<file path="src/dsc_cfg.svh">
`ifndef DSC_CFG_SVH
`define DSC_CFG_SVH
// ----------------------------------------
// port map, low address byte only
// ----------------------------------------
`define DSC_ADDR_CHA_CTRL 8'hE0
`define DSC_ADDR_CHA_DATA 8'hE1
`define DSC_ADDR_CHB_CTRL 8'hE2
`define DSC_ADDR_CHB_DATA 8'hE3
`define DSC_ADDR_BLK_MASK 8'hFC
// ----------------------------------------
// register pointer values
// ----------------------------------------
`define DSC_PTR_CMD 4'h0
`define DSC_PTR_SRX 4'h1
`define DSC_PTR_VEC 4'h2
`define DSC_PTR_RXP 4'h3
`define DSC_PTR_MMODE 4'h4
`define DSC_PTR_TXP 4'h5
`define DSC_PTR_FCNT_LO 4'h6
`define DSC_PTR_SYNC 4'h7
`define DSC_PTR_DATA 4'h8
`define DSC_PTR_MIC 4'h9
`define DSC_PTR_MCTL 4'hA
`define DSC_PTR_RB_MCTL 4'hB
`define DSC_PTR_RB_SYNC 4'hE
`define DSC_PTR_ESC 4'hF
// ----------------------------------------
// field positions and values
// ----------------------------------------
`define DSC_CMD_POINT_HIGH 3'h1
`define DSC_EXT_CRC32_BIT 7
`define DSC_EXT_READBACK_BIT 6
`define DSC_ESC_EXT_EN_BIT 0
`define DSC_ESC_FIFO_EN_BIT 2
`define DSC_SRX_CRC_BIT 6
`define DSC_MIC_STAT_HIGH_BIT 4
`define DSC_MCTL_PRESET_BIT 7
`define DSC_REG_RST 8'h00
`define DSC_VEC_NONE 3'h3
// ----------------------------------------
// crc polynomials and good-frame residues
// ----------------------------------------
`define DSC_POLY32 32'h04C11DB7
`define DSC_POLY16 16'h1021
`define DSC_RES32 32'hC704DD7B
`define DSC_RES16 16'h1D0F
// ----------------------------------------
// frame status fifo
// ----------------------------------------
`define DSC_FIFO_DEPTH 10
`define DSC_FIFO_W 19
`define DSC_CNT_W 14
`endif

</file>
<file path="src/dsc_pkg.sv">
package dsc_pkg;
  // shared interrupt register reset command field
  typedef enum logic [1:0] {DSC_RST_NONE, DSC_RST_CHB, DSC_RST_CHA, DSC_RST_HW} dsc_rst_cmd_t;
  typedef logic [18:0] dsc_fifo_entry_t;
endpackage

</file>
<file path="src/dsc_host_access.sv">
`timescale 1ns/1ps
`include "dsc_cfg.svh"
// Operation
// - only low eight address bits decoded; ports repeat in every I/O page.
// - channel A control E0h, data E1h; channel B control E2h, data E3h.
// - emulation interface enabled disconnects channel B from its output pins.
// - channel B transmit/receive clock feeds the emulation timers.
// - data port access reaches data register directly, no pointer write.
// - first control write is command/pointer, three bits select target register.
// - pointer clears after each indirect read or write completes.
// - transmitter generates and receiver checks 32-bit ethernet crc.
// - extended feature bit 7 selects 32-bit crc, overriding 16-bit.
// - with override, only 32-bit crc appended and compared.
// - 32-bit compare result shows in special receive status bit 6.
// - 32-bit compare result also stored in 10x19 frame status fifo.
// - crc generator still presettable to zeros or ones in 32-bit mode.
// - 32-bit crc mode disabled at power-up and reset.
// - never 16-bit and 32-bit crc at once; only selected width.
// - serial core clocked at system clock divided by 1 or 2.
// - after reset, divide-by-1 is used.
// - vector and master interrupt registers shared, reachable via both channels.
// - extended feature register writable only while status control D0 set.
// - vector read A unmodified, B status-modified; pending bits on A only.
// - frame fifo byte counts readable only while status control D2 set.
// - extended bit 6 makes five write registers readable at read-back slots.
module dsc_host_access #(
  parameter int FIFO_DEPTH = `DSC_FIFO_DEPTH
) (
  input wire logic core_clk,
  input wire logic rst,
  input wire logic [15:0] io_addr,
  input wire logic [7:0] io_wdata,
  input wire logic io_wr,
  input wire logic io_rd,
  output logic [7:0] io_rdata_r,
  input wire logic [7:0] primary_status_a_in,
  input wire logic [7:0] primary_status_b_in,
  input wire logic [7:0] rx_data_a_in,
  input wire logic [7:0] rx_data_b_in,
  input wire logic [5:0] interrupt_pending_bits,
  input wire logic [1:0] crc_preset_in,
  input wire logic [1:0] crc_bit_valid_in,
  input wire logic [1:0] crc_bit_in,
  input wire logic [1:0] rx_byte_in,
  input wire logic [1:0] frame_end_in,
  input wire logic clk_div2_in,
  input wire logic emu_enable_in,
  input wire logic chan_b_txrx_clock_pin,
  input wire logic [3:0] chb_core_out_in,
  input wire logic [3:0] chb_core_oe_in,
  output logic [7:0] tx_data_r,
  output logic [1:0] tx_load_r,
  output logic [1:0] rx_take_r,
  output logic [1:0] crc_mode32_r,
  output logic [31:0] tx_crc_a_r,
  output logic [31:0] tx_crc_b_r,
  output logic [7:0] int_vector_r,
  output logic [7:0] master_int_ctrl_r,
  output logic scc_clk_en_r,
  output logic [3:0] chb_pin_out_r,
  output logic [3:0] chb_pin_oe_r,
  output logic emu_timer_clk_r
);
  localparam int PW = $clog2(FIFO_DEPTH + 1);

  // ----------------------------------------
  // helpers
  // ----------------------------------------
  // one serial crc step; 16-bit mode keeps the upper half at zero
  function automatic logic [31:0] crc_step(input logic [31:0] c, input logic b, input logic w32);
    logic fb;
    fb = w32 ? (c[31] ^ b) : (c[15] ^ b);
    if (w32) begin
      crc_step = {c[30:0], 1'b0} ^ (fb ? `DSC_POLY32 : 32'h0000_0000);
    end else begin
      crc_step = {16'h0000, {c[14:0], 1'b0} ^ (fb ? `DSC_POLY16 : 16'h0000)};
    end
  endfunction

  function automatic logic [PW-1:0] ptr_inc(input logic [PW-1:0] p);
    ptr_inc = (p == PW'(FIFO_DEPTH - 1)) ? '0 : p + 1'b1;
  endfunction

  // ----------------------------------------
  // state
  // ----------------------------------------
  logic [3:0] ptr_r [2];
  logic [7:0] wr3_r [2];
  logic [7:0] wr4_r [2];
  logic [7:0] wr5_r [2];
  logic [7:0] wr7_r [2];
  logic [7:0] wr7p_r [2];
  logic [7:0] misc_ctrl_write_reg_r [2];
  logic [7:0] ext_status_ctrl_write_reg_r [2];
  logic [31:0] crc_r [2];
  logic [1:0] crc_err_r;
  logic [13:0] bcnt_r [2];
  dsc_pkg::dsc_fifo_entry_t fifo_mem [2][FIFO_DEPTH];
  logic [PW-1:0] fwp_r [2];
  logic [PW-1:0] frp_r [2];
  logic [PW-1:0] fcnt_r [2];
  logic [1:0] fovf_r;

  // ----------------------------------------
  // address decode
  // ----------------------------------------
  // upper address byte is ignored so the ports appear in every page
  wire [7:0] lo = io_addr[7:0];
  wire hit = ((lo & `DSC_ADDR_BLK_MASK) == `DSC_ADDR_CHA_CTRL);
  wire ch = lo[1];
  wire is_data = lo[0];
  wire wr = io_wr & hit;
  wire rd = io_rd & hit;
  wire [3:0] cur_ptr = ptr_r[ch];
  wire [3:0] idx = is_data ? `DSC_PTR_DATA : cur_ptr;
  wire cmd_wr = wr & ~is_data & (cur_ptr == `DSC_PTR_CMD);
  wire reg_wr = wr & ~cmd_wr;
  wire ctrl_done = (wr | rd) & ~is_data & ~cmd_wr;
  wire [3:0] cmd_ptr = {io_wdata[5:3] == `DSC_CMD_POINT_HIGH, io_wdata[2:0]};
  wire ext_sel = ext_status_ctrl_write_reg_r[ch][`DSC_ESC_EXT_EN_BIT];
  wire rb_en = wr7p_r[ch][`DSC_EXT_READBACK_BIT];
  wire fifo_en = ext_status_ctrl_write_reg_r[ch][`DSC_ESC_FIFO_EN_BIT];
  wire mic_wr = reg_wr & (idx == `DSC_PTR_MIC);
  dsc_pkg::dsc_rst_cmd_t rst_cmd;
  assign rst_cmd = dsc_pkg::dsc_rst_cmd_t'(io_wdata[7:6]);
  wire [1:0] ch_rst = {mic_wr & (rst_cmd == dsc_pkg::DSC_RST_CHB || rst_cmd == dsc_pkg::DSC_RST_HW),
                       mic_wr & (rst_cmd == dsc_pkg::DSC_RST_CHA || rst_cmd == dsc_pkg::DSC_RST_HW)};

  // ----------------------------------------
  // interrupt vector read
  // ----------------------------------------
  // highest pending source picks the status code; channel A receive first
  wire [5:0] ip = interrupt_pending_bits;
  wire [2:0] vcode = ip[5] ? 3'h6 : ip[4] ? 3'h4 : ip[3] ? 3'h5 :
                     ip[2] ? 3'h2 : ip[1] ? 3'h0 : ip[0] ? 3'h1 : `DSC_VEC_NONE;
  wire [7:0] vec_mod = master_int_ctrl_r[`DSC_MIC_STAT_HIGH_BIT] ?
                       {int_vector_r[7], vcode[0], vcode[1], vcode[2], int_vector_r[3:0]} :
                       {int_vector_r[7:4], vcode, int_vector_r[0]};

  // ----------------------------------------
  // read data select
  // ----------------------------------------
  wire [PW-1:0] head = frp_r[ch];
  wire [18:0] fhead = fifo_mem[ch][head];
  wire fvalid = (fcnt_r[ch] != '0);
  logic [7:0] rd_val;
  always_comb begin
    case (idx)
      `DSC_PTR_CMD: rd_val = ch ? primary_status_b_in : primary_status_a_in;
      `DSC_PTR_SRX: rd_val = {1'b0, crc_err_r[ch], 6'h00};
      `DSC_PTR_VEC: rd_val = ch ? vec_mod : int_vector_r;
      `DSC_PTR_RXP: rd_val = ch ? 8'h00 : {2'b00, ip};
      `DSC_PTR_MMODE: rd_val = rb_en ? wr4_r[ch] : 8'h00;
      `DSC_PTR_TXP: rd_val = rb_en ? wr5_r[ch] : 8'h00;
      `DSC_PTR_FCNT_LO: rd_val = fifo_en ? fhead[7:0] : 8'h00;
      `DSC_PTR_SYNC: rd_val = fifo_en ? {fovf_r[ch], fvalid, fhead[13:8]} : 8'h00;
      `DSC_PTR_DATA: rd_val = ch ? rx_data_b_in : rx_data_a_in;
      `DSC_PTR_MIC: rd_val = rb_en ? wr3_r[ch] : 8'h00;
      `DSC_PTR_RB_MCTL: rd_val = rb_en ? misc_ctrl_write_reg_r[ch] : 8'h00;
      `DSC_PTR_RB_SYNC: rd_val = rb_en ? wr7_r[ch] : 8'h00;
      `DSC_PTR_ESC: rd_val = ext_status_ctrl_write_reg_r[ch];
      default: rd_val = 8'h00;
    endcase
  end

  // ----------------------------------------
  // host port: read data, data strobes, shared registers
  // ----------------------------------------
  // read data is held until the next read so the core may sample late
  always_ff @(posedge core_clk or posedge rst) begin
    if (rst) begin
      io_rdata_r <= `DSC_REG_RST;
      tx_data_r <= `DSC_REG_RST;
      tx_load_r <= 2'b00;
      rx_take_r <= 2'b00;
      int_vector_r <= `DSC_REG_RST;
      master_int_ctrl_r <= `DSC_REG_RST;
    end else begin
      if (rd) begin
        io_rdata_r <= rd_val;
      end
      if (reg_wr & (idx == `DSC_PTR_DATA)) begin
        tx_data_r <= io_wdata;
      end
      tx_load_r <= {reg_wr & ch, reg_wr & ~ch} & {2{idx == `DSC_PTR_DATA}};
      rx_take_r <= {rd & ch, rd & ~ch} & {2{idx == `DSC_PTR_DATA}};
      if (reg_wr & (idx == `DSC_PTR_VEC)) begin
        int_vector_r <= io_wdata;
      end
      if (mic_wr) begin
        master_int_ctrl_r <= io_wdata;
      end
    end
  end

  // ----------------------------------------
  // per-channel pointer and write registers
  // ----------------------------------------
  genvar g;
  for (g = 0; g < 2; g++) begin : g_ch
    wire sel = (ch == 1'(g));
    wire wr_here = reg_wr & sel;
    // pointer: set by command write, cleared once the second access is done
    always_ff @(posedge core_clk or posedge rst) begin
      if (rst) begin
        ptr_r[g] <= `DSC_PTR_CMD;
      end else if (cmd_wr & sel) begin
        ptr_r[g] <= cmd_ptr;
      end else if ((ctrl_done & sel) | ch_rst[g]) begin
        ptr_r[g] <= `DSC_PTR_CMD;
      end
    end

    // extended feature write is steered by the enable bit of status control
    always_ff @(posedge core_clk or posedge rst) begin
      if (rst) begin
        wr3_r[g] <= `DSC_REG_RST;
        wr4_r[g] <= `DSC_REG_RST;
        wr5_r[g] <= `DSC_REG_RST;
        wr7_r[g] <= `DSC_REG_RST;
        wr7p_r[g] <= `DSC_REG_RST;
        misc_ctrl_write_reg_r[g] <= `DSC_REG_RST;
        ext_status_ctrl_write_reg_r[g] <= `DSC_REG_RST;
      end else if (ch_rst[g]) begin
        wr7p_r[g] <= `DSC_REG_RST;
        ext_status_ctrl_write_reg_r[g] <= `DSC_REG_RST;
      end else if (wr_here) begin
        case (idx)
          `DSC_PTR_RXP: wr3_r[g] <= io_wdata;
          `DSC_PTR_MMODE: wr4_r[g] <= io_wdata;
          `DSC_PTR_TXP: wr5_r[g] <= io_wdata;
          `DSC_PTR_SYNC: begin
            if (ext_sel) begin
              wr7p_r[g] <= io_wdata;
            end else begin
              wr7_r[g] <= io_wdata;
            end
          end
          `DSC_PTR_MCTL: misc_ctrl_write_reg_r[g] <= io_wdata;
          `DSC_PTR_ESC: ext_status_ctrl_write_reg_r[g] <= io_wdata;
          default: ext_status_ctrl_write_reg_r[g] <= ext_status_ctrl_write_reg_r[g];
        endcase
      end
    end

    // crc engine: the selected width is the only one that runs
    wire w32 = wr7p_r[g][`DSC_EXT_CRC32_BIT];
    wire pre1 = misc_ctrl_write_reg_r[g][`DSC_MCTL_PRESET_BIT];
    wire [31:0] preset = w32 ? {32{pre1}} : {16'h0000, {16{pre1}}};
    wire [31:0] residue = pre1 ? (w32 ? `DSC_RES32 : {16'h0000, `DSC_RES16}) : 32'h0000_0000;
    always_ff @(posedge core_clk or posedge rst) begin
      if (rst) begin
        crc_r[g] <= 32'h0000_0000;
        crc_err_r[g] <= 1'b0;
        bcnt_r[g] <= 14'h0000;
      end else begin
        if (crc_preset_in[g]) begin
          crc_r[g] <= preset;
        end else if (crc_bit_valid_in[g]) begin
          crc_r[g] <= crc_step(crc_r[g], crc_bit_in[g], w32);
        end else if (!w32) begin
          // a 32-bit run may leave the upper half set; drop it once 16-bit is chosen
          crc_r[g] <= {16'h0000, crc_r[g][15:0]};
        end
        if (frame_end_in[g]) begin
          crc_err_r[g] <= (crc_r[g] != residue);
        end
        if (crc_preset_in[g]) begin
          bcnt_r[g] <= 14'h0000;
        end else if (rx_byte_in[g]) begin
          bcnt_r[g] <= bcnt_r[g] + 14'h0001;
        end
      end
    end

    // frame status fifo; a push always beats the overflow clear
    wire push = frame_end_in[g] & ext_status_ctrl_write_reg_r[g][`DSC_ESC_FIFO_EN_BIT];
    wire full = (fcnt_r[g] == PW'(FIFO_DEPTH));
    wire pop = rd & sel & ~is_data & (cur_ptr == `DSC_PTR_SYNC) & fifo_en & fvalid;
    wire do_push = push & ~full;
    wire [18:0] entry = {crc_r[g] != residue, w32, 3'b000, bcnt_r[g]};
    always_ff @(posedge core_clk) begin
      if (do_push) begin
        fifo_mem[g][fwp_r[g]] <= entry;
      end
    end
    always_ff @(posedge core_clk or posedge rst) begin
      if (rst) begin
        fwp_r[g] <= '0;
        frp_r[g] <= '0;
        fcnt_r[g] <= '0;
        fovf_r[g] <= 1'b0;
      end else begin
        if (do_push) begin
          fwp_r[g] <= ptr_inc(fwp_r[g]);
        end
        if (pop) begin
          frp_r[g] <= ptr_inc(frp_r[g]);
        end
        fcnt_r[g] <= fcnt_r[g] + PW'(do_push) - PW'(pop);
        if (push & full) begin
          fovf_r[g] <= 1'b1;
        end else if (~ext_status_ctrl_write_reg_r[g][`DSC_ESC_FIFO_EN_BIT]) begin
          fovf_r[g] <= 1'b0;
        end
      end
    end
  end

  assign tx_crc_a_r = crc_r[0];
  assign tx_crc_b_r = crc_r[1];
  assign crc_mode32_r = {wr7p_r[1][`DSC_EXT_CRC32_BIT], wr7p_r[0][`DSC_EXT_CRC32_BIT]};

  // ----------------------------------------
  // core clock divider and channel B borrowing
  // ----------------------------------------
  // enable toggles in divide-by-2, stays high in divide-by-1
  always_ff @(posedge core_clk or posedge rst) begin
    if (rst) begin
      scc_clk_en_r <= 1'b1;
      chb_pin_out_r <= 4'h0;
      chb_pin_oe_r <= 4'h0;
      emu_timer_clk_r <= 1'b0;
    end else begin
      scc_clk_en_r <= clk_div2_in ? ~scc_clk_en_r : 1'b1;
      chb_pin_out_r <= emu_enable_in ? 4'h0 : chb_core_out_in;
      chb_pin_oe_r <= emu_enable_in ? 4'h0 : chb_core_oe_in;
      emu_timer_clk_r <= emu_enable_in & chan_b_txrx_clock_pin;
    end
  end

  // ----------------------------------------
  // checks
  // ----------------------------------------
  AST_PAGE: assert property (@(posedge core_clk) disable iff (rst)
    io_wr && io_addr[7:0] == `DSC_ADDR_CHA_DATA && io_addr[15:8] != 8'h00 |=> tx_load_r[0])
    else $error("data port missed in a high page");
  AST_MAP_B: assert property (@(posedge core_clk) disable iff (rst)
    io_rd && io_addr[7:0] == `DSC_ADDR_CHB_DATA |=> rx_take_r == 2'b10)
    else $error("channel B data port not mapped");
  AST_EMU_OFF: assert property (@(posedge core_clk) disable iff (rst)
    emu_enable_in ##1 emu_enable_in |-> chb_pin_oe_r == 4'h0 && chb_pin_out_r == 4'h0)
    else $error("channel B still drives its pins");
  AST_EMU_CLK: assert property (@(posedge core_clk) disable iff (rst)
    emu_enable_in |=> emu_timer_clk_r == $past(chan_b_txrx_clock_pin))
    else $error("emulation timer clock not routed");
  AST_DIRECT: assert property (@(posedge core_clk) disable iff (rst)
    io_wr && io_addr[7:0] == `DSC_ADDR_CHA_DATA |=> tx_data_r == $past(io_wdata) && ptr_r[0] == $past(ptr_r[0]))
    else $error("direct data write wrong");
  AST_CMD: assert property (@(posedge core_clk) disable iff (rst)
    io_wr && io_addr[7:0] == `DSC_ADDR_CHA_CTRL && ptr_r[0] == `DSC_PTR_CMD
    |=> ptr_r[0][2:0] == $past(io_wdata[2:0]))
    else $error("pointer not taken from command write");
  AST_CLEAR: assert property (@(posedge core_clk) disable iff (rst)
    (io_wr || io_rd) && io_addr[7:0] == `DSC_ADDR_CHB_CTRL && ptr_r[1] != `DSC_PTR_CMD
    |=> ptr_r[1] == `DSC_PTR_CMD)
    else $error("pointer not cleared");
  AST_WIDTH: assert property (@(posedge core_clk) disable iff (rst)
    !crc_mode32_r[0] ##1 !crc_mode32_r[0] |-> tx_crc_a_r[31:16] == 16'h0000)
    else $error("16-bit crc ran with upper half");
  AST_EXT_GATE: assert property (@(posedge core_clk) disable iff (rst)
    io_wr && io_addr[7:0] == `DSC_ADDR_CHA_CTRL && ptr_r[0] == `DSC_PTR_SYNC
    && !ext_status_ctrl_write_reg_r[0][`DSC_ESC_EXT_EN_BIT] |=> $stable(crc_mode32_r))
    else $error("extended register written while gated");
  AST_IP_A: assert property (@(posedge core_clk) disable iff (rst)
    io_rd && io_addr[7:0] == `DSC_ADDR_CHB_CTRL && ptr_r[1] == `DSC_PTR_RXP |=> io_rdata_r == 8'h00)
    else $error("pending bits visible on channel B");
  AST_FIFO_GATE: assert property (@(posedge core_clk) disable iff (rst)
    io_rd && io_addr[7:0] == `DSC_ADDR_CHA_CTRL && ptr_r[0] == `DSC_PTR_FCNT_LO
    && !ext_status_ctrl_write_reg_r[0][`DSC_ESC_FIFO_EN_BIT] |=> io_rdata_r == 8'h00)
    else $error("byte count readable while disabled");
  AST_DIV1: assert property (@(posedge core_clk) disable iff (rst)
    !clk_div2_in |=> scc_clk_en_r)
    else $error("divide-by-1 did not enable every cycle");
endmodule

</file>
<file path="config.mk">
export PLATFORM = sky130hd
export DESIGN_NAME = dsc_host_access
export DESIGN_NICKNAME = d
export VERILOG_FILES = /design/src/dsc_pkg.sv /design/src/dsc_host_access.sv
export VERILOG_INCLUDE_DIRS = /design/src /design/src/src
export SDC_FILE = /design/constraint.sdc
export NUM_CORES = 1
export LEC_CHECK = 0
export BUFFER_PORTS_ARGS = -buffer_cell sky130_fd_sc_hd__clkbuf_2
export CAP_MARGIN = 10
export CORE_ASPECT_RATIO = 0.8
export CORE_MARGIN = 2
export CORE_UTILIZATION = 45
export CTS_CLUSTER_SIZE = 12
export DETAILED_ROUTE_END_ITERATION = 7
export GPL_ROUTABILITY_DRIVEN = 0
export HOLD_SLACK_MARGIN = 0.08
export PLACE_DENSITY = 0.61
export SLEW_MARGIN = 20
export SYNTH_ARGS = -nofsm -noshare
export SYNTH_HDL_FRONTEND = slang
export SYNTH_SLANG_ARGS = --single-unit
</file>
<file path="constraint.sdc">
create_clock -name core_clk -period 10.4 [get_ports core_clk]
set_clock_uncertainty 0.15 [all_clocks]
set_input_delay 2.6 -clock core_clk [delete_from_list [all_inputs] [get_ports core_clk]]
set_output_delay 2.6 -clock core_clk [all_outputs]
set_load 0.01 [all_outputs]
</file>
==> results of run 1 <==
-- state kept, by name, summed over array words and instances, names as in the netlist, 14 cells and up --
signal	flops
wr3_r	16
wr7_r	16
fifo_mem	280
bcnt_r	28
wr5_r	16
tx_crc_a_r	32
wr4_r	16
misc_ctrl_write_reg_r	14
tx_crc_b_r	32
ext_status_ctrl_write_reg_r	16
-- report_power, final --
part	switching, mW	leakage, nW	internal [mW]	total [mW]
clock	0.836	0.822	1.08	1.92
combinational	0.143	4.16	0.0799	0.223
sequential	0.0393	6.68	2.32	2.36
-- cell usage in the layout (no fill, tap or decap), types with 6 or more instances in the layout --
master / synthesis / routed
nand3b_1: 8 / 8
nor2_2: 4 / 8
a221oi_1: 11 / 11
nor3_4: 3 / 10
nor4_1: 24 / 22
nor3_2: 5 / 8
a22o_1: 22 / 22
nand2b_1: 11 / 11
nand2_1: 192 / 192
mux2i_1: 100 / 99
ha_1: 12 / 12
o22ai_1: 14 / 14
nand4_1: 18 / 18
edfxtp_1: 280 / 280
o21ai_0: 77 / 77
o221ai_1: 6 / 6
a31oi_1: 9 / 9
xnor2_1: 24 / 24
nor3_1: 40 / 30
a22oi_1: 13 / 13
or3_1: 6 / 6
a221o_1: 6 / 6
dfrtp_1: 273 / 273
and3_1: 13 / 13
clkbuf_1: 61 / 25
a211oi_1: 32 / 32
nor2b_1: 36 / 36
clkbuf_8: 0 / 9
nand3_1: 37 / 37
nor2_1: 136 / 132
a21oi_1: 92 / 92
buf_4: 9 / 23
clkbuf_2: 0 / 189
inv_1: 25 / 24
xor2_1: 41 / 41
a2111oi_0: 6 / 6
mux2_2: 118 / 118
a21o_1: 9 / 9
clkbuf_16: 0 / 56
mux4_2: 27 / 27
-- worst reg2reg max path: cells and delay by family, from the launching register on --
family                   cells  cell delay [ns]
flip-flops                   1             0.52
buffers and inverters        2             0.12
AND/OR/NAND/NOR              3             1.57
AO/OA/AOI/OAI                1             0.59
XOR/XNOR                     1             0.14
adder cells (fa/ha/maj)      3             0.90
-- layout make-up --
class | instances | area [um2]
antenna | 1 | 2.50
clock buffer | 90 | 1620
clock inverter | 7 | 77.6
fill | 4580 | 25900
inverter | 26 | 105
multi-input combinational | 1237 | 8920
sequential | 554 | 15300
tap | 702 | 878
timing repair buffer | 214 | 1150
-- per-stage QoR --
step           power, mW  std cells  area [um2]  hold slack (ns)
2_1_floorplan       2.53       1920       24600            0.304
3_3_place_gp        2.62       2733       26300            0.286
3_5_place_dp        2.62       2733       26300            0.292
4_1_cts             4.52       2830       28000            0.308
5_1_grt             4.64       2830       28000            0.314
6_report            4.50       2831       28000            0.308
-- routing by layer --
layer | part of all wire | vias up | track usage
met3 | 0.073 | 123 | 0.0443
met2 | 0.45 | 634 | 0.356
met1 | 0.45 | 8530 | 0.359
met5 | 0.00019 | - | 0
met4 | 0.027 | 2 | 0.0711
li1 | - | 7485 | -
-- path summary, 6_finish.rpt --
path	endpoint	slack, ns
worst max-delay path	io_rdata_r[0]$_DFFE_PP0N_	4.28
worst min-delay path	scc_clk_en_r$_DFF_PP1_	0.31
worst max register to register	fcnt_r[6]$_DFF_PP0_	6.30
worst min register to register	scc_clk_en_r$_DFF_PP1_	0.31
max in group asynchronous	int_vector_r[2]$_DFFE_PP0P_	6.68
min in group asynchronous	tx_crc_b_r[22]$_DFFE_PP0P_	1.98
-- logic make-up (layout without fill, tap and decap cells) --
kind of cell,count (synthesis),after routing
AOI/OAI and AO/OA,344,344
xor gates and xnor gates,65,65
adders and majority gates,14,14
buffers and inverters,129,337
DFF,554,554
muxes,247,247
other,0,1
and+or+nand+nor,567,567
==> reports/metrics.yaml, run 1 <==
place_hpwl_um: 45100
cts_tree: "yes"
crit_family: "buffers and inverters"
endpoint_kind: "flop"
cp_num_buf_inv: 3
yosys.area_share.simple: 0.113
grt_pass1_wl_um: 102000
nNetsFinal: 2189
cts_num_sinks: 554
synth_seq_cells: 554
hold_start: "scc_clk_en_r$_DFF_PP1_"
critPathKind: "input pin to flop"
syn-cell-area_um2: 24600
synth.distinct_cells: 86
die_w_um: 265
powerDensity_nw_per_um2: 161
async_reset_ff_frac: 0.495
setup_ws_ns: 4.28
netlist_top_cells_count: "edfxtp_1 (280), dfrtp_1 (273), nand2_1 (192)"
outcome: "finished, final reports clean"
timing.rr.start: "ptr_r[6]$_DFFE_PP0P_"
post-route-util: 0.520
setup_viol: 0
dieArea_um2: 56600
synth.avg_cell_area_um2: 12.8
grt_max_degree: 159
grt_overflow: 0
report.final.slew_viol_count: 0
placementRows: 76
worst_ep_required_time_ns: 10.80
timing.fmax_ghz: 0.164
min_path_type: "flop to flop"
yosys_warnings: 0
synth_fa_ha_area_frac: 0.00773
worst_ep_arrival_time_ns: 6.52
antenna_found_initial: 4
post-route-period-util: 0.588
worst_path_max_delay_cell: "buf_4"
ios: 199
initial_core_util: 0.456
root_buffer: "clkbuf_16"
clock_latency_ns: 0.61
reg2regPathDepth: 10
synth_xor_area_frac: 0.0231
cp.depth: 9
drtPass1Iterations: 7
yosysMostFrequentCell: "edfxtp_1"
ys.flop_type: "edfxtp_1"
syn-num-nets: 2021
path_cells: "buf_6 -> buf_4 -> mux2i_1 -> buf_4 -> nand2_1 -> nor3_1 -> a22oi_1 -> a221oi_1 -> a2111o_1"
synth-edff-count: 280
hold_viol_final: 0
io_buffers: 190
grtUsageTotal: 0.240
hold_depth: 1
via_per_inst: 5.93
period_minus_slack_ns: 6.12
path_common_cell: "buf_4"
synthTopCellsByArea: "edfxtp_1 (34%), dfrtp_1 (28%), mux2_2 (5.4%), mux2i_1 (4.1%), nand2_1 (2.9%)"
synth.top_cell.area_share: 0.342
synth_compound_area_frac: 0.0929
power.leakage_nw: 11.7
clock_path_buffers: 3
slew-limit-headroom: 0.256
drt-initial-drc-count: 1805
drive_gt1_frac: 0.225
ys_seq_area_frac: 0.621
routed_wl_um: 68000
ant_nets: 0
die_h_um: 213
grt_pass1_vias: 16200
htree_levels: 2
fin_setup_tns_ns: 0
cts_resized: 0
clk_pin_slew_ns: 0.06
crit_path_max_fanout: 88
synthCells: 1920
via_count: 16800
synth_top_family_by_area: "multiplexers"
max_cap_viol_count: 0
cts_buffers: 55
vdd_drop_max_mv: 0.148
drc: 0
syn_to_final_growth_pct: 13.9
wl_per_cell_um: 24.0
synthMuxAreaShare: 0.120
max_stage_delay_ns: 0.70
ctsHoldBuffers: 0
cts_setup_buffers: 0
tightest_slew_ns: 1.12
crit_path_start: "io_addr[1]"
pre_cts_ws_ns: 3.67
rsz0062_at_grt: "no"
core_area_um2: 53900
critPathLaunchType: "input pin"
synth.largest_area_cell: "edfxtp_1"
Note: power is estimated with default switching activity, not from simulation.
==> inputs of run 2 (changes only) <==
--- a/config.mk
+++ b/config.mk
@@ -6,6 +6,7 @@
 export SDC_FILE = /design/constraint.sdc
 export NUM_CORES = 1
 export LEC_CHECK = 0
+export ABC_AREA = 1
 export BUFFER_PORTS_ARGS = -buffer_cell sky130_fd_sc_hd__clkbuf_2
 export CAP_MARGIN = 10
 export CORE_ASPECT_RATIO = 0.8
@@ -15,7 +16,7 @@
 export DETAILED_ROUTE_END_ITERATION = 7
 export GPL_ROUTABILITY_DRIVEN = 0
 export HOLD_SLACK_MARGIN = 0.08
-export PLACE_DENSITY = 0.61
+export PLACE_DENSITY = 0.59
 export SLEW_MARGIN = 20
 export SYNTH_ARGS = -nofsm -noshare
 export SYNTH_HDL_FRONTEND = slang
==> constraint.sdc (replaced) <==
create_clock -name core_clk -period 5.9 [get_ports core_clk]
set_clock_uncertainty 0.15 [all_clocks]
set_input_delay 1.475 -clock core_clk [delete_from_list [all_inputs] [get_ports core_clk]]
set_output_delay 1.475 -clock core_clk [all_outputs]
set_load 0.01 [all_outputs]
==> run 2 against run 1 <==
  * Flip-flop and latch count unchanged
  * Count of clock-buffer cells in the layout rose by 1
  * Critical endpoint is now fcnt_r[2]$_DFF_PP0_
  * Sequential power up 91%
  * Worst hold slack worse by 0.0069 ns
  * Register-to-register slack lost 3.3 ns
  * Area after synthesis grew 3.4%
  * Critical path type unchanged
  * Synthesized cell count up 45%
  * Via count is 21% higher
  * Cell area is 3.0% higher
==> reports/metrics.yaml, run 2 <==
outcome: "finished, final reports clean"
core_area_um2: 55600  # +3.1%
ys_seq_area_frac: 0.600  # -0.0203
grt_pass1_vias: 19100  # +18%
tightest_slew_ns: 1.01  # -0.106 ns
via_count: 20200  # +21%
timing.rr.start: "fcnt_r[2]$_DFF_PP0_"
die_w_um: 270  # +1.7%
cts_buffers: 56  # +1.8%
via_per_inst: 5.43  # -8.4%
routed_wl_um: 72700  # +7.0%
p_int_mw: 6.64  # +91%
seq_power_share: 0.498  # -0.026
layout_commonest_cell: "nand2_1"
cts_setup_buffers: 0  # unchanged
period_minus_slack_ns: 4.00
setup_viol: 0  # unchanged
wl_per_cell_um: 19.5  # -19%
synth_seq_cells: 554  # unchanged
drt-initial-drc-count: 2036  # +13%
synthTopCellsByArea: "edfxtp_1 (33%), dfrtp_1 (27%), nand2_1 (14%), nand3_1 (5.7%), inv_1 (3.3%)"
yosysMostFrequentCell: "nand2_1"
vdd_drop_max_mv: 0.220  # +49%
fin_setup_tns_ns: 0  # unchanged
hold_start: "scc_clk_en_r$_DFF_PP1_"
placementRows: 77  # +1.3%
syn-num-nets: 2878  # +42%
power.share.clock: 0.384  # -0.042
post-route-period-util: 0.678
critPathKind: "input pin to flop"
setup_ws_ns: 1.90  # -2.38 ns
cp_num_buf_inv: 4  # +1
reg2regPathDepth: 11  # +1
drtPass1Iterations: 6  # -1
cts_num_sinks: 554  # unchanged
rsz0062_at_grt: "no"
post-route-util: 0.519  # -0.000578
ys.flop_type: "edfxtp_1"
power.leakage_nw: 12.9  # +10%
endpoint_kind: "flop"
synth.distinct_cells: 52  # -40%
n_antenna_cell: 0  # -1
hold_viol_final: 0  # unchanged
r2r_setup_slack_ns: 2.95  # -3.35 ns
clk_pin_slew_ns: 0.06  # about the same
netlist_top_cells_count: "nand2_1 (932), nand3_1 (291), edfxtp_1 (280)"
max_stage_delay_ns: 0.41  # -0.29 ns
cts_resized: 0  # unchanged
powerDensity_nw_per_um2: 313  # +95%
synth.top_cell.area_share: 0.331  # -0.0112
grt_overflow: 0  # unchanged
worst_path_max_delay_cell: "inv_6"
hold_end: "scc_clk_en_r$_DFF_PP1_"
largest_reg_flops: 280  # unchanged
max_cap_viol_count: 0  # unchanged
synth.largest_area_cell: "edfxtp_1"
grt_max_degree: 161  # +1.3%
place_area_um2: 27100  # +3.0%
place_hpwl_um: 46300  # +2.7%
clock_path_buffers: 3  # unchanged
ios: 199  # unchanged
antenna_found_initial: 0  # -4
async_reset_ff_frac: 0.495  # unchanged
initial_core_util: 0.458  # +0.00126
grtUsageTotal: 0.249  # +0.00908
slew-limit-headroom: 0.327  # +0.0711
r2r-end: "fifo_mem[1][10]$_DFFE_PP_"
ant_nets: 0  # unchanged
io_buffers: 190  # unchanged
die_h_um: 217  # +1.6%
synth.avg_cell_area_um2: 9.16  # -29%
root_buffer: "clkbuf_16"
nNetsFinal: 3038  # +39%
clock_latency_ns: 0.63  # +0.02 ns
cts_tree: "yes"
crit_family: "simple AND/OR/NAND/NOR gates"
timing.fmax_ghz: 0.250
mostFrequentLayoutCells: "nand2_1 (930), nand3_1 (291), edfxtp_1 (280)"
crit_path_max_fanout: 76  # -14%
path_cells: "clkbuf_8 -> inv_6 -> nand2_1 -> nand2_2 -> nand3_1 -> nor2_4 -> nand2_1 -> nor2_4 -> ha_1 -> inv_1 -> ha_1 -> inv_1 -> fa_1 -> xnor2_1"
swShare: 0.265  # +0.0383
synth-edff-count: 280  # unchanged
dieArea_um2: 58500  # +3.3%
syn_to_final_growth_pct: 13.4
worst_ep_required_time_ns: 6.25  # -4.55 ns
synthCells: 2777  # +45%
grt_pass1_wl_um: 112000  # +10%
yosys_warnings: 0  # unchanged
report.final.slew_viol_count: 0  # unchanged
worst_ep_arrival_time_ns: 4.35  # -2.17 ns
hold_depth: 1  # unchanged
drc: 0  # unchanged
htree_levels: 2  # unchanged
p_comb_frac: 0.117  # +0.067
power_mw: 9.03  # +100%
min_path_type: "flop to flop"
p_sw_mw: 2.39  # +130%
stdcell_area_um2: 28900  # +3.0%
critPathLaunchType: "input pin"
ctsHoldBuffers: 0  # unchanged
drive_gt1_frac: 0.122  # -0.102
syn-cell-area_um2: 25400  # +3.4%
pre_cts_ws_ns: 1.30  # -2.37 ns
-- run 2: cell count changes in the layout (fill, tap and decap cells not counted), moves of 22 or more --
| cell | before | now |
|---|---|---|
| a22o_1 | 22 | 0 |
| nand2_1 | 192 | 930 |
| o21ai_1 | 0 | 53 |
| o21ai_0 | 77 | 127 |
| inv_1 | 24 | 223 |
| mux2_2 | 118 | 0 |
| nor2b_1 | 36 | 0 |
| mux2i_1 | 99 | 4 |
| nand3_1 | 37 | 291 |
| mux4_2 | 27 | 0 |
| a211oi_1 | 32 | 1 |
-- run 2: worst register-to-register path, delay by kind of cell, from the launching register on --
family	cells	cell delay [ns]
adder cells (fa/ha/maj)	1	0.20
buffers and inverters	4	0.38
AND/OR/NAND/NOR	6	1.50
flip-flops	1	0.32
-- run 2: per-layer routing --
metal  vias up  GRT usage  part of all wire
met5         -          0                 0
met4         0     0.0644             0.021
met3       110     0.0545             0.089
met2       825      0.370              0.44
met1      9759      0.370              0.45
li1       9549          -                 -
-- run 2: power by group through the flow --
| stage | combinational [mW] | sequential, mW | clock [mW] |
|---|---|---|---|
| 2_1_floorplan | 0.659 | 4.56 | 0 |
| 3_3_place_gp | 1.04 | 4.57 | 0 |
| 3_5_place_dp | 1.06 | 4.58 | 0 |
| 4_1_cts | 1.07 | 4.50 | 3.51 |
| 5_1_grt | 1.19 | 4.53 | 3.67 |
| 6_report | 1.06 | 4.50 | 3.47 |
-- run 2: layout make-up --
type | instances | area [um2]
flip-flops and latches | 554 | 15300
clock buffers | 91 | 1610
well taps | 750 | 938
clock inverters | 11 | 134
inverters | 234 | 887
fillers | 5090 | 26700
repair buffers | 225 | 1280
multi-input cells | 1866 | 8730
-- run 2: worst max path at each step --
| stage | end | depth (start not counted) | start |
|---|---|---|---|
| floorplan | bcnt_r[0]$_DFFE_PP0P_ | 1 | rst |
| global placement | fcnt_r[2]$_DFF_PP0_ | 14 | io_addr[1] |
| detailed placement | fcnt_r[2]$_DFF_PP0_ | 14 | io_addr[1] |
| CTS | fcnt_r[2]$_DFF_PP0_ | 14 | io_addr[1] |
| global route | fcnt_r[5]$_DFF_PP0_ | 14 | io_addr[1] |
| finish | fcnt_r[2]$_DFF_PP0_ | 14 | io_addr[1] |
-- run 2: kinds of logic after synthesis --
logic type | synth area share
AO/OA/AOI/OAI | 0.0702
XOR/XNOR | 0.00930
adder cells (fa/ha/maj) | 0.00748
buffers and inverters | 0.0585
flip-flops | 0.600
multiplexers | 0.00157
AND/OR/NAND/NOR | 0.253
-- run 2: metrics by stage --
step                      hold slack (ns)  instances
after floorplan                     0.299       2777
after CTS                           0.303       3731
after detailed placement            0.288       3629
final                               0.301       3731
after global routing                0.310       3731
after global placement              0.284       3629
==> inputs of run 3 (changes only) <==
==> constraint.sdc (replaced) <==
create_clock -name core_clk -period 4.1 [get_ports core_clk]
set_clock_uncertainty 0.15 [all_clocks]
set_input_delay 1.025 -clock core_clk [delete_from_list [all_inputs] [get_ports core_clk]]
set_output_delay 1.025 -clock core_clk [all_outputs]
set_load 0.01 [all_outputs]
==> run 3 against run 2 <==
  * Core utilization is 0.24 points higher
  * Wire length is 1.4% higher
  * Global-route usage is 0.19 points higher
  * Setup slack worse by 1.0 ns
  * Sequential power is 44% higher
  * Count of clock-buffer cells in the layout is 2 higher
  * Worst hold slack worse by 0.00065 ns
  * Total power is 44% higher
  * Largest cell class unchanged
  * Combinational power is 45% higher
  * Non-clock buffer count is 19 higher
  * First-iteration DRC count is 11% higher
==> reports/metrics.yaml, run 3 (synthesis gave the netlist of run 2 again) <==
hold_start: "scc_clk_en_r$_DFF_PP1_"
largest_reg_flops: 280  # unchanged
fillers: 5083  # -0.14%
report.final.slew_viol_count: 0  # unchanged
cp_num_buf_inv: 5  # +1
slew-limit-headroom: 0.469  # +0.142
cts_num_sinks: 554  # unchanged
hold_depth: 1  # unchanged
dieArea_um2: 58500  # unchanged
vdd_drop_max_mv: 0.327  # +48%
cts_resized: 0  # unchanged
grt_pass1_wl_um: 114000  # +1.0%
pre_cts_ws_ns: 0.262  # -1.04 ns
wl_per_cell_um: 19.6  # +0.73%
via_count: 20300  # +0.33%
drc: 0  # unchanged
die_w_um: 270  # unchanged
crit_family: "adder cells"
routed_wl_um: 73700  # +1.4%
grt_max_degree: 93  # -42%
htree_levels: 2  # unchanged
place_hpwl_um: 47900  # +3.3%
regArea_um2: 15300  # unchanged
drive_gt1_frac: 0.127  # +0.00410
p_comb_frac: 0.119  # +0.002
critPathLaunchType: "input pin"
mostFrequentLayoutCells: "nand2_1 (930), nand3_1 (291), edfxtp_1 (280)"
worst_ep_arrival_time_ns: 3.57  # -0.78 ns
die_h_um: 217  # unchanged
outcome: "finished, final reports clean"
ant_nets: 0  # unchanged
critPathKind: "input pin to flop"
drtPass1Iterations: 6  # unchanged
cts_setup_buffers: 0  # unchanged
timing.rr.start: "ptr_r[4]$_DFFE_PP0P_"
clk_pin_slew_ns: 0.06  # about the same
placed_cells: 3648  # +0.52%
p_sw_mw: 3.41  # +43%
grtUsageTotal: 0.251  # +0.00188
cp.depth: 14  # unchanged
post-route-util: 0.521  # +0.00243
endpoint_kind: "flop"
crit_path_max_fanout: 42  # -45%
hold_end: "scc_clk_en_r$_DFF_PP1_"
setup_viol: 0  # unchanged
clock_path_buffers: 3  # unchanged
min_path_type: "flop to flop"
powerDensity_nw_per_um2: 448  # +43%
layout_commonest_cell: "nand2_1"
root_buffer: "clkbuf_16"
fin_cells: 3754  # +0.62%
power.leakage_nw: 13.0  # +0.77%
grt_pass1_vias: 19200  # +0.42%
hold_ws_ns: 0.301  # -0.000645 ns
seq_power_share: 0.499  # about the same
ctsHoldBuffers: 0  # unchanged
placementRows: 77  # unchanged
clock_latency_ns: 0.62  # about the same
rsz0062_at_grt: "no"
max_cap_viol_count: 0  # unchanged
path_cells: "clkbuf_8 -> inv_6 -> buf_4 -> nand4_1 -> nand2_1 -> nor2_1 -> nand2_1 -> nor2_2 -> ha_1 -> inv_1 -> ha_1 -> inv_1 -> fa_1 -> xnor2_1"
cts_tree: "yes"
timing.fmax_ghz: 0.310
max_stage_delay_ns: 0.40  # about the same
power.share.clock: 0.382  # -0.002
io_buffers: 190  # unchanged
r2r-end: "fcnt_r[6]$_DFF_PP0_"
r2r_setup_slack_ns: 1.28  # -1.67 ns
swShare: 0.263  # -0.00192
post-route-period-util: 0.788
reg2regPathDepth: 12  # +1
hold_viol_final: 0  # unchanged
tightest_slew_ns: 0.796  # -0.212 ns
worst_ep_required_time_ns: 4.44  # -1.81 ns
grt_overflow: 0  # unchanged
cts_buffers: 56  # unchanged
via_per_inst: 5.41  # -0.28%
worst_path_max_delay_cell: "fa_1"
syn_to_final_growth_pct: 14.0
ios: 199  # unchanged
setup_ws_ns: 0.870  # -1.03 ns
drt-initial-drc-count: 2254  # +11%
crit_path_start: "io_addr[1]"
period_minus_slack_ns: 3.23
core_area_um2: 55600  # unchanged
multi_input_area_um2: 8720  # -0.11%
initial_core_util: 0.458  # unchanged
p_int_mw: 9.57  # +44%
antenna_found_initial: 0  # unchanged
nNetsFinal: 3057  # +0.63%
run 3: changes by cell type in the layout (fill, tap and decap cells not counted), moves of 2 or more:
cell	delta
clkbuf_1	+2
buf_4	+19
nor2_2	-4
nor2_1	+4
run 3: stage by stage:
stage / power, mW / TNS [ns] / area (um2)
2_1_floorplan: 7.51 / -190.44 / 25400
3_3_place_gp: 8.08 / 0 / 27200
3_5_place_dp: 8.13 / 0 / 27200
4_1_cts: 13.1 / 0 / 29000
5_1_grt: 13.5 / 0 / 29000
6_report: 13.0 / 0 / 29000
run 3: final cells by class:
cell class / count / area share
flip-flops and latches: 554 / 0.527
multi-input cells: 1866 / 0.301
clock buffers: 93 / 0.0563
repair buffers: 244 / 0.0493
well taps: 750 / 0.0324
inverters: 234 / 0.0306
clock inverters: 12 / 0.00397
diodes: 1 / 0.0000863
run 3: worst max-delay path by stage:
stage / to / slack, ns
detailed placement: fcnt_r[6]$_DFF_PP0_ / 0.26
global placement: fcnt_r[1]$_DFF_PP0_ / 0.25
floorplan: bcnt_r[0]$_DFFE_PP0P_ / -0.70
CTS: fcnt_r[6]$_DFF_PP0_ / 0.89
global route: fcnt_r[6]$_DFF_PP0_ / 0.65
finish: fcnt_r[6]$_DFF_PP0_ / 0.87
run 3: power by group through the flow:
stage	combinational, mW	sequential [mW]	clock, mW
2_1_floorplan	0.947	6.56	0
3_3_place_gp	1.51	6.57	0
3_5_place_dp	1.54	6.59	0
4_1_cts	1.55	6.48	5.05
5_1_grt	1.71	6.52	5.29
6_report	1.54	6.48	4.97
run 3: layer usage:
layer	GRT usage	wire, um	vias to the layer above
met2	0.372	32300	779
met3	0.0452	6370	109
li1	-	-	9568
met5	0	0	-
met4	0.0596	1460	0
met1	0.381	33600	9854
